$ cat config.mk
export PLATFORM = sky130hd
export DESIGN_NAME = fpiv_top
export DESIGN_NICKNAME = d
export VERILOG_FILES = /design/src/include/fpiv_pkg.sv /design/src/fpiv_arbiter.sv /design/src/fpiv_top.sv
export SDC_FILE = /design/constraint.sdc
export NUM_CORES = 1
export LEC_CHECK = 0
export BUFFER_PORTS_ARGS = -buffer_cell sky130_fd_sc_hd__buf_2
export CAP_MARGIN = 0
export CORE_MARGIN = 3
export CORE_UTILIZATION = 25
export CTS_CLUSTER_DIAMETER = 80
export DETAILED_ROUTE_END_ITERATION = 7
export GPL_TIMING_DRIVEN = 0
export PLACE_DENSITY = 0.63
export SETUP_SLACK_MARGIN = 0.1
export SLEW_MARGIN = 40
export SYNTH_ARGS = -nofsm -noshare
export SYNTH_HDL_FRONTEND = slang
export SYNTH_SLANG_ARGS = --single-unit
$ cat constraint.sdc
create_clock -name core_clk -period 7.14 [get_ports core_clk]
set_input_delay 0.714 -clock core_clk [delete_from_list [all_inputs] [get_ports core_clk]]
set_output_delay 0.714 -clock core_clk [all_outputs]
set_load 0.01 [all_outputs]
$ cat src/include/fpiv_pkg.sv
// Package with constants and types for the fixed priority interrupt vectoring block.
package fpiv_pkg;
   localparam int NUM_SRC = 16;
   localparam int NUM_SRC_BASE = 14;
   localparam logic [3:0] IDX_WATCHDOG = 4'h0;
   localparam logic [3:0] IDX_PIN_EDGE_3 = 4'hE;
   localparam logic [3:0] IDX_PIN_EDGE_4 = 4'hF;
   localparam logic [15:0] VEC_NMI = 16'h0004;
   localparam logic [15:0] VEC_BASE = 16'h0004;
   localparam logic [15:0] FLAGS_RESET = 16'h0000;
   localparam logic [15:0] BASE_SRC_MASK = 16'h3FFF;
   localparam logic [15:0] EXT_SRC_MASK = 16'hFFFF;

   typedef struct packed {
      logic nmi;
      logic irq;
      logic [3:0] index;
      logic [15:0] vector;
   } fpiv_core_t;

   typedef struct packed {
      logic wr_en;
      logic [15:0] wr_sel;
      logic [15:0] wr_data;
   } fpiv_flag_wr_t;
endpackage

$ cat src/fpiv_arbiter.sv
// Fixed priority encoder: lowest index with a pending request wins.
`timescale 1ns/100ps
module fpiv_arbiter
   import fpiv_pkg::*;
(
   // Requests
   input wire logic [15:0] req,
   // Result
   output logic found,
   output logic [3:0] index
);
   logic [15:0] grant;

   genvar gi;
   generate
      for (gi = 0; gi < NUM_SRC; gi++) begin : g_grant
         if (gi == 0) begin : g_first
            assign grant[gi] = req[gi];
         end else begin : g_rest
            assign grant[gi] = req[gi] & ~|req[gi-1:0];
         end
      end
   endgenerate

   always_comb begin
      index = 4'h0;
      for (int i = 0; i < NUM_SRC; i++) begin
         if (grant[i]) begin
            index = 4'(i);
         end
      end
      found = |req;
   end
endmodule

$ cat src/fpiv_top.sv
// Interrupt flag latching, masking, fixed priority arbitration and vector output.
`timescale 1ns/100ps
//Overview of operation
// - Watchdog NMI unmaskable, always beats maskable requests.
// - Any request raises standby release.
// - Only watchdog overflow drives the NMI.
// - Watchdog mode 1 overflow: NMI, vector 0004H.
// - Interval mode overflow: maskable, priority 0.
// - Masked sources are never offered to core.
// - Simultaneous maskable requests: best priority wins.
// - Base variant priorities 0 to 13.
// - Extended variant adds priorities 14, 15.
// - Pin edges 0-2: priorities 1-3.
// - Serial error, receive, transmit: priorities 4-6.
// - Timer16 match, overflow, combined: priorities 7-9.
// - Timer8, watch interval, watch main: 10-12.
// - Key return: priority 13, vector 001EH.
// - Base 14 sources, extended 16 sources.
// - Flag sets on request, clears on ack/write.
// - Reset clears all request flags.
module fpiv_top
   import fpiv_pkg::*;
#(
   parameter bit EXTENDED = 1'b1
) (
   // Clock and reset
   input wire logic core_clk,
   input wire logic sys_rst,
   // Watchdog
   input wire logic watchdog_overflow,
   input wire logic watchdog_nmi_mode,
   // Maskable event pulses
   input wire logic pin_edge_irq_0,
   input wire logic pin_edge_irq_1,
   input wire logic pin_edge_irq_2,
   input wire logic pin_edge_irq_3,
   input wire logic pin_edge_irq_4,
   input wire logic serial_rx_error_irq,
   input wire logic serial_rx_done_irq,
   input wire logic serial_tx_done_irq,
   input wire logic timer16_match_irq,
   input wire logic timer16_overflow_irq,
   input wire logic timer16_combined_irq,
   input wire logic timer8_match_irq,
   input wire logic watch_interval_irq,
   input wire logic watch_main_irq,
   input wire logic key_return_irq,
   // Mask, enable and flag write from the core
   input wire logic [15:0] irq_mask,
   input wire logic maskable_enable,
   input wire fpiv_flag_wr_t flag_wr,
   input wire logic core_ack,
   // Outputs to the core
   output fpiv_core_t core_req_ff,
   output logic [15:0] request_flags_ff,
   output logic nmi_pending_ff,
   output logic standby_release_ff
);
   localparam logic [15:0] SRC_VALID = EXTENDED ? EXT_SRC_MASK : BASE_SRC_MASK;

   logic [15:0] src_evt;
   logic [15:0] ack_clr;
   logic [15:0] nxt_flags;
   logic [15:0] eligible;
   logic nxt_nmi;
   logic win_found;
   logic [3:0] win_index;
   fpiv_core_t nxt_core_req;
   logic nxt_standby;
   logic ack_maskable;
   logic ack_nmi;

   // Source order is the priority order; index 0 is the best rank.
   always_comb begin
      src_evt = 16'h0000;
      src_evt[0] = watchdog_overflow & ~watchdog_nmi_mode;
      src_evt[1] = pin_edge_irq_0;
      src_evt[2] = pin_edge_irq_1;
      src_evt[3] = pin_edge_irq_2;
      src_evt[4] = serial_rx_error_irq;
      src_evt[5] = serial_rx_done_irq;
      src_evt[6] = serial_tx_done_irq;
      src_evt[7] = timer16_match_irq;
      src_evt[8] = timer16_overflow_irq;
      src_evt[9] = timer16_combined_irq;
      src_evt[10] = timer8_match_irq;
      src_evt[11] = watch_interval_irq;
      src_evt[12] = watch_main_irq;
      src_evt[13] = key_return_irq;
      src_evt[14] = pin_edge_irq_3;
      src_evt[15] = pin_edge_irq_4;
   end

   assign ack_nmi = core_ack & core_req_ff.nmi;
   assign ack_maskable = core_ack & core_req_ff.irq & ~core_req_ff.nmi;

   // Per source flag: an event wins over any clear in the same cycle.
   genvar gi;
   generate
      for (gi = 0; gi < NUM_SRC; gi++) begin : g_flag
         logic nxt_bit;
         assign ack_clr[gi] = ack_maskable & (core_req_ff.index == 4'(gi));
         always_comb begin
            nxt_bit = request_flags_ff[gi] & ~ack_clr[gi];
            if (flag_wr.wr_en && flag_wr.wr_sel[gi]) begin
               nxt_bit = flag_wr.wr_data[gi];
            end
            if (src_evt[gi]) begin
               nxt_bit = 1'b1;
            end
            nxt_bit = nxt_bit & SRC_VALID[gi];
         end
         assign nxt_flags[gi] = nxt_bit;
      end
   endgenerate

   // The non-maskable flag has the watchdog as its only source.
   always_comb begin
      nxt_nmi = nmi_pending_ff & ~ack_nmi;
      if (watchdog_overflow && watchdog_nmi_mode) begin
         nxt_nmi = 1'b1;
      end
   end

   assign eligible = nxt_flags & ~irq_mask & {16{maskable_enable}};

   fpiv_arbiter u_arbiter (
      .req(eligible),
      .found(win_found),
      .index(win_index)
   );

   // Core request: NMI ignores mask and enable and overrides the maskable winner.
   always_comb begin
      nxt_core_req = '0;
      if (nxt_nmi) begin
         nxt_core_req.nmi = 1'b1;
         nxt_core_req.vector = VEC_NMI;
      end else if (win_found) begin
         nxt_core_req.irq = 1'b1;
         nxt_core_req.index = win_index;
         nxt_core_req.vector = VEC_BASE + {11'h000, win_index, 1'b0};
      end
      nxt_standby = nxt_nmi | (|nxt_flags);
   end

   always_ff @(posedge core_clk or posedge sys_rst) begin
      if (sys_rst) begin
         request_flags_ff <= FLAGS_RESET;
         nmi_pending_ff <= 1'b0;
         core_req_ff <= '0;
         standby_release_ff <= 1'b0;
      end else begin
         request_flags_ff <= nxt_flags;
         nmi_pending_ff <= nxt_nmi;
         core_req_ff <= nxt_core_req;
         standby_release_ff <= nxt_standby;
      end
   end
endmodule
## Yosys cells after proc, flatten, opt, wreduce, memory -nomap -nowiden

Cells that the tools add are included.

- Register bits after elaboration: 40

- Eq/ne operators: 15
- Bitwise logic cells: 75
- Add/sub/neg operators: 1
- Reductions and logical operators: 49
- Mux-type cells: 52

Operator list:

| cell | count |
|---|---|
| $mux W4 | 14 |
| $and A1 B1 Y1 | 52 |
| $mux W1 | 35 |
| $and A16 B16 Y16 | 2 |
| $eq A4 B4 Y1 const B | 8 |
| $reduce_or A16 Y1 | 2 |
| $mux W21 | 1 |
| $not A1 Y1 | 19 |
| $logic_and A1 B1 Y1 | 17 |
| $eq A4 B3 Y1 const B | 4 |
| $mux W16 | 1 |
| $not A16 Y16 | 1 |
| $logic_not A1 Y1 | 15 |
| $reduce_or A15 Y1 | 1 |
| $reduce_or A14 Y1 | 1 |
| $reduce_or A13 Y1 | 1 |
| $reduce_or A12 Y1 | 1 |
| $reduce_or A11 Y1 | 1 |
| $reduce_or A10 Y1 | 1 |
| $reduce_or A9 Y1 | 1 |
| $eq A4 B2 Y1 const B | 2 |
| $reduce_or A8 Y1 | 1 |
| $reduce_or A7 Y1 | 1 |
| $add A3 B5 Y6 const A | 1 |
| other kinds (9) | 9 |

## Logic depth before layout (Yosys ltp)

Gate-level depths: netlist of the first run.

- Depth after elaboration: 29
- Depth in mapped cells: 12

## Hierarchy

A second synthesis of the first run with hierarchy kept.

- Cells, all modules: 194
- Area total of the unflattened synthesis: 1737.9 sq um

By module, submodules not included:

| module | instances | area an instance (sq um) | cells an instance |
|---|---|---|---|
| fpiv_top | 1 | 1556.5 | 164 |
| fpiv_arbiter | 1 | 181.4 | 30 |

## Worst setup path after synthesis of the first run

Ideal clock, no wire load.

- Kind: input -> register
- Start: in core_ack
- End: reg core_req_ff[4] (netlist bit)
- Cell stages on the path: 11
- Path slack: 4454 ps
- Required time: 7005 ps
- Arrival: 2551 ps
- Cell sequence: nand4bb_1 > clkbuf_1 > o211ai_1 > a21oi_1 > a2111oi_4 > and2_4 > a21bo_4 > o211ai_2 > ha_1 > mux2i_1 > nor2_1

RTL lines:

| what | line | source |
|---|---|---|
| start: declaration | fpiv_top.sv:52 | `input wire logic core_ack,` |
| end signal: assignment | fpiv_top.sv:156 | `core_req_ff <= nxt_core_req;` |
| end: declaration | fpiv_top.sv:54 | `output fpiv_core_t core_req_ff,` |

==> results.py, run 1 <==
metrics = {
    "timing": {
        "setup_slack_ps": 4280,
        "whs_ps": 493,
        "fin_tns_setup_ps": 0,
        "max_freq_mhz": 350,
        "setup_viol": 0,
        "min_period_ps": 2860,
        "final_hold_viol_count": 0,
        "finalClockSkew_ps": 2.98,
        "worstMarginPinSlew_ps": 592,
        "relSlewSlack_pct": 60.5,
        "drv_slew": 0,
        "period_share_pct": 40.1,
        "rsz0062_at_grt": "false",
    },
    "setup_path": {
        "worstPathArrival_ps": 3010,
        "start_kind": "input pin",
        "crit_top_cell": "nand4b_1",
        "path_max_fanout": 8,
        "cp-end-kind": "flop",
        "reg2reg_to": "core_req_ff[4]",
        "crit_path_max_incr_delay_ps": 390,
        "reg2reg_from": "core_req_ff[16]",
        "path_class": "input pin to flop",
        "required_ps": 7290,
        "slowest_stage": "nand4b_1",
        "r2r_slack_ps": 4300,
        "worstPathCellList": "buf_2 -> nand4b_1 -> o211ai_1 -> a21oi_1 -> o21ai_1 -> nand4b_1 -> a21bo_4 -> o211ai_2 -> ha_1 -> mux2i_1 -> nor2_1",
        "r2r.worst_path.cells": 10,
    },
    "synth": {
        "ys_seq_area_share_pct": 38.3,
        "synthesis.area_um2": 1760,
        "synthMuxAreaShare_pct": 0.567,
        "synth.area.top_cells": "dfrtp_1 (38%), nand2_1 (8.3%), o211ai_1 (6.8%)",
        "synth_seq_cells": 27,
        "synth_top_family_by_area": "simple AND/OR/NAND/NOR gates",
        "yosysWarnings": 0,
        "avgSynthCellArea_um2": 8.69,
        "synthXorXnorAreaFrac_pct": 0,
        "synth_simple_gate_area_share_pct": 26.2,
        "synth_compound_area_share_pct": 25.7,
        "synth_top_area_share_pct": 38.3,
        "synth_top_cell_by_area": "dfrtp_1",
        "post_synth_num_cell_types": 44,
        "synth_adder_area_share_pct": 0.709,
        "synth_cells": 203,
    },
    "grt": {
        "grt_util_all_layers_pct": 14.1,
        "grt_pass1_wl_mm": 9.40,
        "overflow": 0,
        "grt_start_max_net_pins": 28,
        "antenna_found_initial": 0,
        "first_global_vias": 1889,
    },
    "clocking": {
        "cts_tree": "yes",
        "clk_pin_slew_ps": 100,
        "clockBufferDepth": 2,
        "clock-sinks": 27,
        "insertion_delay_ps": 270,
        "root_buffer": "clkbuf_8",
        "cts.repair.resized": 0,
        "h-tree-depth": 1,
        "numCtsBuffers": 3,
        "holdBufCountCts": 0,
        "postCtsSetupBuffers": 0,
    },
    "pwr": {
        "p_per_area_nw_per_um2": 164,
        "power_leakage_nw": 1.13,
        "total_power_mw": 0.404,
        "peakVddDrop_uv": 68.2,
    },
    "die": {
        "io_pins": 110,
        "fp.dieH_um": 90.0,
        "core_um2": 6600,
        "rows": 29,
        "dieArea_um2": 8100,
        "die_x_um": 90.0,
        "initial_core_util_pct": 26.7,
    },
    "final_layout": {
        "syn_to_final_growth_pct": 39.1,
        "nNetsFinal": 387,
        "antenna_cells": 0,
        "drive_above_1_share_pct": 41.6,
        "seq_area_um2": 676,
        "fill_cells": 726,
        "instances_no_fill": 408,
        "multi_input_area_um2": 980,
    },
    "detailed_routing": {
        "num_vias": 1929,
        "post_drt_wl_per_cell_um": 14.4,
        "dr.pass1.iters": 4,
        "first_iter_violations": 116,
        "drc": 0,
        "ant_nets": 0,
        "vias_per_cell": 4.73,
        "routed_wl_mm": 5.89,
    },
    "placed_design": {
        "port_buffers": 98,
        "gp_congestion": 0.872,
        "placed_cells": 404,
        "pre_cts_ws_ps": 3970,
        "dp_hpwl_mm": 4.89,
    },
    "hold_path": {
        "hold_class": "input pin to asynchronous set/reset pin",
    },
    "status": {
        "run_status": "complete, no violations",
    },
    "run": {
        "cap_violations": 0,
    },
}
[final cells by class]
| type | count | area share (%) |
|---|---|---|
| sequential | 27 | 27.5 |
| inverter | 7 | 1.07 |
| tap | 93 | 4.74 |
| buffer | 18 | 4.89 |
| clock inverter | 1 | 0.204 |
| clock buffer | 3 | 1.68 |
| timing repair buffer | 98 | 20.0 |
| multi-input combinational | 161 | 39.9 |
[placed cells by master (no fill, tap or decap), drive strengths merged, types with 5 or more instances in the layout]
cell type  netlist  routed
nor2b            7       7
buf             16     114
clkbuf           2       5
dfrtp           27      27
nor2             9       9
o21ai            6       6
nand3            5       5
inv              7       7
nand2b           5       5
nand2           39      39
o211ai          18      18
a21oi           13      13
conb             1      11
a31oi           15      15
[synthesized netlist by cell type (all sizes together)]
master / n
buf: 16
o21bai: 1
or2: 1
o211ai: 18
nand3b: 3
a2bb2oi: 1
nor4b: 1
nand2b: 5
a21boi: 1
a21bo: 1
clkbuf: 2
and2: 1
nor2b: 7
a32oi: 2
nor2: 9
conb: 1
nand2: 39
or3b: 3
nor3: 2
a2111oi: 1
or3: 1
mux2i: 1
nand4: 1
inv: 7
a21oi: 13
dfrtp: 27
nand4bb: 1
nor4: 3
nand4b: 2
a31oi: 15
o21ai: 6
o22a: 1
o21a: 1
nor3b: 2
o221ai: 1
ha: 1
nand3: 5
[per-layer routing]
| metal | routed length (um) | GRT usage, % | up-vias |
|---|---|---|---|
| li1 | - | - | 946 |
| met1 | 2380 | 16.1 | 909 |
| met2 | 3000 | 25.9 | 70 |
| met3 | 456 | 4.26 | 4 |
| met4 | 48 | 2.93 | 0 |
| met5 | 0 | 0 | - |
[report_power, final]
group          switching (mW)  internal [mW]
clock                  0.0509         0.0392
sequential             0.0122          0.166
combinational          0.0749         0.0605
total                   0.138          0.266
[metrics by stage]
step | utilization, % | area (um2)
global route | 37.2 | 2450
global placement | 36.5 | 2410
floorplan | - | 1800
finish | 37.2 | 2450
detailed placement | 36.5 | 2410
CTS | 37.2 | 2450
[state kept, by name, summed over array words and instances (netlist names)]
register / cells
request_flags_ff: 16
core_req_ff: 10
standby_release_ff: 1
[cell families after synthesis]
family                   after synthesis
flip-flops                            27
multiplexers                           1
AND/OR/NAND/NOR                       86
buffers and inverters                 25
AO/OA/AOI/OAI                         62
other                                  1
adder cells (fa/ha/maj)                1
[worst max-delay path: cells and delay by family]
kind	cells	cell delay [ps]
AO/OA/AOI/OAI	5	1200
AND/OR/NAND/NOR	3	630
adder cells (fa/ha/maj)	1	200
multiplexers	1	180
buffers and inverters	1	100
[worst max-delay path by stage]
stage,from,to
6_report,core_ack,core_req_ff[4]
3_5_place_dp,flag_wr[32],core_req_ff[4]
2_1_floorplan,core_ack,core_req_ff[4]
4_1_cts,flag_wr[32],core_req_ff[4]
3_3_place_gp,flag_wr[32],core_req_ff[4]
5_1_grt,flag_wr[32],core_req_ff[4]
Power figures use the tool's default switching activity.
==> run 2, diff against run 1 <==
Settings changed: PLACE_DENSITY 0.63 to 0.64.
Clock period 7.14 ns to 2.5 ns, I/O delays scaled along.
==> results.py, run 2 (synthesis gave the netlist of run 1 again) <==
metrics = {
    "status": {
        "run_status": "complete, but fails checks",
        "violations": "negative setup slack",
    },
    "clocking": {
        "root_buffer": "clkbuf_8",
        "cts_tree": "yes",
        "clk_pin_slew_ps": 90,
        "clockBufferDepth": 2,
        "numCtsBuffers": 3,
        "clock-sinks": 27,
        "insertion_delay_ps": 270,
        "h-tree-depth": 1,
    },
    "setup_path": {
        "cp-end-kind": "flop",
        "path_class": "flop to flop",
        "reg2reg_from": "core_req_ff[18]",
        "worstPathArrival_ps": 2800,
        "crit_path_max_incr_delay_ps": 460,
        "start_kind": "flop",
        "path_buf_inv": 0,
        "worstPathCellList": "or3b_4 -> o211ai_4 -> a21oi_4 -> a2111oi_4 -> and2_4 -> nand3_4 -> o221ai_4 -> ha_4 -> mux2i_1 -> nor2_1",
        "required_ps": 2650,
        "reg2reg_to": "core_req_ff[4]",
        "slowest_stage": "dfrtp_2",
        "r2r_slack_ps": -150,
        "r2r.worst_path.cells": 10,
        "path_delay_family": "compound AO/OA/AOI/OAI gates",
        "path_max_fanout": 8,
    },
    "timing": {
        "max_freq_mhz": 377,
        "period_share_pct": 106,
        "setup_viol": 2,
        "worstMarginPinSlew_ps": 582,
        "rsz0062_at_grt": "true",
        "setup_slack_ps": -149,
        "min_period_ps": 2650,
        "finalClockSkew_ps": 4.30,
        "drv_slew": 0,
        "final_hold_viol_count": 0,
        "relSlewSlack_pct": 61.1,
    },
    "die": {
        "die_x_um": 90.0,
        "dieArea_um2": 8100,
        "rows": 29,
        "fp.dieH_um": 90.0,
        "core_um2": 6600,
        "initial_core_util_pct": 26.7,
        "io_pins": 110,
    },
    "placed_design": {
        "pre_cts_ws_ps": -360,
        "gp_congestion": 0.873,
        "port_buffers": 98,
        "dp_hpwl_mm": 4.84,
    },
    "final_layout": {
        "most-common-layout-cells": "buf_2 (101), nand2_1 (38), buf_4 (28)",
        "antenna_cells": 0,
        "reg_top3": "request_flags_ff: 16 flops, core_req_ff: 10 flops, standby_release_ff: 1 flops",
        "nNetsFinal": 402,
        "layout_commonest_cell": "buf_2",
        "drive_above_1_share_pct": 49.1,
        "syn_to_final_growth_pct": 52.0,
        "largest_register": "request_flags_ff",
        "largest_register_ffs": 16,
    },
    "detailed_routing": {
        "routed_wl_mm": 6.22,
        "ant_nets": 0,
        "drc": 0,
        "dr.pass1.iters": 4,
        "first_iter_violations": 188,
        "post_drt_wl_per_cell_um": 14.7,
        "vias_per_cell": 4.71,
        "num_vias": 1992,
    },
    "grt": {
        "first_global_vias": 1983,
        "grt_start_max_net_pins": 28,
        "antenna_found_initial": 0,
        "grt_pass1_wl_mm": 9.61,
        "grt_util_all_layers_pct": 14.6,
        "overflow": 0,
    },
    "pwr": {
        "power_leakage_nw": 1.21,
        "p_sw_share_pct": 33.8,
        "combinationalPowerShare_pct": 38.8,
        "seqPwrFrac_pct": 40.8,
        "p_switching_mw": 0.418,
        "total_power_mw": 1.24,
        "clock_power_share_pct": 20.4,
        "internal_power_mw": 0.819,
        "peakVddDrop_uv": 229,
        "p_per_area_nw_per_um2": 461,
    },
    "hold_path": {
        "hold_class": "input pin to asynchronous set/reset pin",
    },
    "run": {
        "cap_violations": 0,
    },
}
==> run 2: changes by cell type in the layout (fill, tap and decap cells not counted), sizes merged <==
cell | previous run | this run
buf | 114 | 130
clkinv | 1 | 0
==> run 2: metrics by stage <==
step,hold WS (ps),instances,instance area (um2),util [%],setup TNS (ps)
finish,24.9,423,2680,40.6,-186
floorplan,303,213,1800,-,-23.6
global placement,481,404,2410,36.5,-458
global route,71.2,423,2680,40.6,-697
CTS,45.3,417,2550,38.6,-152
detailed placement,357,404,2410,36.5,-624
==> run 2: final cells by class <==
type,instances,area (um2)
tap,93,116
timing repair buffer,113,603
fill,669,3920
buffer,18,128
clock buffer,4,45.0
multi-input combinational,161,1080
sequential,27,679
inverter,7,26.3
==> run 2: per-layer routing <==
layer	GRT usage (%)	share of wire (%)
met1	16.6	40
met2	26.6	52
met3	4.34	7.1
met4	3.44	0.82
met5	0	0
==> run 2: worst max-delay path by stage <==
stage	startpoint	end	slack, ps	depth (start not counted)
global placement	core_req_ff[21]	core_req_ff[4]	-280	10
CTS	core_req_ff[16]	core_req_ff[4]	-140	10
finish	core_req_ff[18]	core_req_ff[4]	-150	10
floorplan	core_req_ff[16]	core_req_ff[4]	-20	10
global route	core_req_ff[21]	core_req_ff[4]	-290	11
detailed placement	core_req_ff[21]	core_req_ff[4]	-360	10
==> run 2: timing repair <==
action	in CTS	in global routing
setup buffers	9	6
hold buffers	0	0
pin swaps	4	7
setup endpoints to repair	9	9
gates resized for setup	9	16
==> run 2: power groups by stage <==
stage	sequential (mW)	combinational, mW	clock (mW)
after global placement	0.513	0.386	0
after floorplan	0.529	0.214	0
after global routing	0.510	0.521	0.286
after detailed placement	0.514	0.390	0
after CTS	0.504	0.433	0.266
final	0.505	0.479	0.252
==> run 3, diff against run 2 <==
Settings changed: TNS_END_PERCENT set to 1.
==> results.py, run 3 (synthesis gave the netlist of run 1 again) <==
metrics = {
    "grt": {
        "first_global_vias": 2035,
        "overflow": 0,
        "grt_start_max_net_pins": 28,
        "antenna_found_initial": 0,
        "grt_util_all_layers_pct": 14.8,
        "grt_pass1_wl_mm": 9.85,
    },
    "final_layout": {
        "nNetsFinal": 401,
        "antenna_cells": 0,
        "layout_commonest_cell": "buf_2",
        "largest_register_ffs": 16,
        "largest_register": "request_flags_ff",
        "drive_above_1_share_pct": 48.3,
        "reg_top3": "request_flags_ff: 16 flops, core_req_ff: 10 flops, standby_release_ff: 1 flops",
        "instances_no_fill": 422,
        "most-common-layout-cells": "buf_2 (101), nand2_1 (38), buf_4 (27)",
        "syn_to_final_growth_pct": 47.7,
    },
    "placed_design": {
        "placed_cells": 404,
        "dp_hpwl_mm": 4.95,
        "port_buffers": 98,
        "gp_congestion": 0.859,
    },
    "setup_path": {
        "start_kind": "flop",
        "worstPathArrival_ps": 2860,
        "cp-end-kind": "flop",
        "path_delay_family": "compound AO/OA/AOI/OAI gates",
        "reg2reg_from": "core_req_ff[17]",
        "worstPathCellList": "or3b_4 -> o211ai_1 -> a21boi_2 -> a2111oi_4 -> and2_4 -> a21bo_4 -> o221ai_2 -> ha_2 -> mux2i_1 -> nor2_1",
        "r2r.worst_path.cells": 10,
        "path_max_fanout": 6,
        "r2r_slack_ps": -210,
        "path_class": "flop to flop",
        "path_buf_inv": 0,
        "crit_path_max_incr_delay_ps": 450,
        "slowest_stage": "dfrtp_2",
        "reg2reg_to": "core_req_ff[4]",
        "required_ps": 2650,
    },
    "timing": {
        "rsz0062_at_grt": "true",
        "worstMarginPinSlew_ps": 600,
        "period_share_pct": 108,
        "finalClockSkew_ps": 10.9,
        "final_hold_viol_count": 0,
        "drv_slew": 0,
        "setup_viol": 2,
        "min_period_ps": 2710,
        "max_freq_mhz": 370,
        "setup_slack_ps": -206,
        "relSlewSlack_pct": 60.0,
    },
    "detailed_routing": {
        "dr.pass1.iters": 4,
        "drc": 0,
        "ant_nets": 0,
        "num_vias": 2016,
        "first_iter_violations": 98,
        "post_drt_wl_per_cell_um": 14.6,
        "vias_per_cell": 4.78,
        "routed_wl_mm": 6.15,
    },
    "pwr": {
        "power_leakage_nw": 1.20,
        "p_per_area_nw_per_um2": 465,
        "peakVddDrop_uv": 212,
        "total_power_mw": 1.21,
    },
    "hold_path": {
        "hold_class": "input pin to asynchronous set/reset pin",
    },
    "die": {
        "core_um2": 6600,
        "rows": 29,
        "io_pins": 110,
        "initial_core_util_pct": 26.7,
        "dieArea_um2": 8100,
        "fp.dieH_um": 90.0,
        "die_x_um": 90.0,
    },
    "run": {
        "cap_violations": 0,
    },
    "status": {
        "run_status": "complete, but fails checks",
        "violations": "negative setup slack",
    },
    "clocking": {
        "root_buffer": "clkbuf_8",
        "insertion_delay_ps": 280,
        "clock-sinks": 27,
        "clk_pin_slew_ps": 110,
        "h-tree-depth": 1,
        "clockBufferDepth": 2,
        "cts_tree": "yes",
        "numCtsBuffers": 3,
    },
}
==> run 3: cell types whose count changed in the layout (fill, tap and decap cells not counted), sizes merged <==
cell,previous run,this run
buf,130,128
clkinv,0,1
==> run 3: routing by layer <==
metal | wire [um] | vias to the layer above | global-route usage [%]
met2 | 3110 | 83 | 26.7
met3 | 480 | 12 | 4.59
met5 | 0 | - | 0
met1 | 2420 | 948 | 16.5
met4 | 133 | 0 | 4.97
li1 | - | 973 | -
==> run 3: worst reg2reg max path, cell delays in order, from the launching register on <==
cell and delay (ps):
dfrtp_2 450, or3b_4 410, o211ai_1 270, a21boi_2 130, a2111oi_4 300, and2_4 220, a21bo_4 240, o221ai_2 70
ha_2 210, mux2i_1 200, nor2_1 60
==> run 3: timing repair <==
action	in CTS	in global routing
buffers inserted	9	5
endpoints found under the setup margin	9	9
pin swaps	4	6
endpoints found under the hold margin	0	0
hold buffers	0	0
resized for setup	9	5
gates cloned	0	0
==> run 3: how the worst max path moves through the flow <==
stage                         start        endpoint  cells past startpoint
floorplan           core_req_ff[16]  core_req_ff[4]                     10
global placement    core_req_ff[21]  core_req_ff[4]                     10
detailed placement  core_req_ff[21]  core_req_ff[4]                     10
CTS                 core_req_ff[16]  core_req_ff[4]                     10
global route        core_req_ff[21]  core_req_ff[4]                     11
finish              core_req_ff[17]  core_req_ff[4]                     10
==> run 3: area by class of cell <==
class / instances / area [um2]
well taps: 93 / 116
clock inverters: 1 / 5.00
clock buffers: 3 / 41.3
plain buffers: 18 / 124
flip-flops and latches: 27 / 679
repair buffers: 112 / 596
inverters: 7 / 26.3
multi-input cells: 161 / 1020
fillers: 706 / 4000
==> run 3: stage by stage <==
stage	hold slack, ps	util (%)	instance area (um2)	setup WS (ps)	setup TNS [ps]
floorplan	303	-	1800	-23.6	-23.6
global placement	482	36.5	2410	-301	-495
detailed placement	360	36.5	2410	-392	-667
CTS	54.2	38.6	2550	-176	-196
global route	84.3	39.4	2610	-344	-1060
finish	32.9	39.4	2610	-206	-304
==> run 3: where the power goes <==
part | switching, mW | leakage [nW] | internal (mW)
Clock | 0.145 | 0.0255 | 0.112
Combinational | 0.235 | 0.885 | 0.216
Sequential | 0.0276 | 0.289 | 0.476
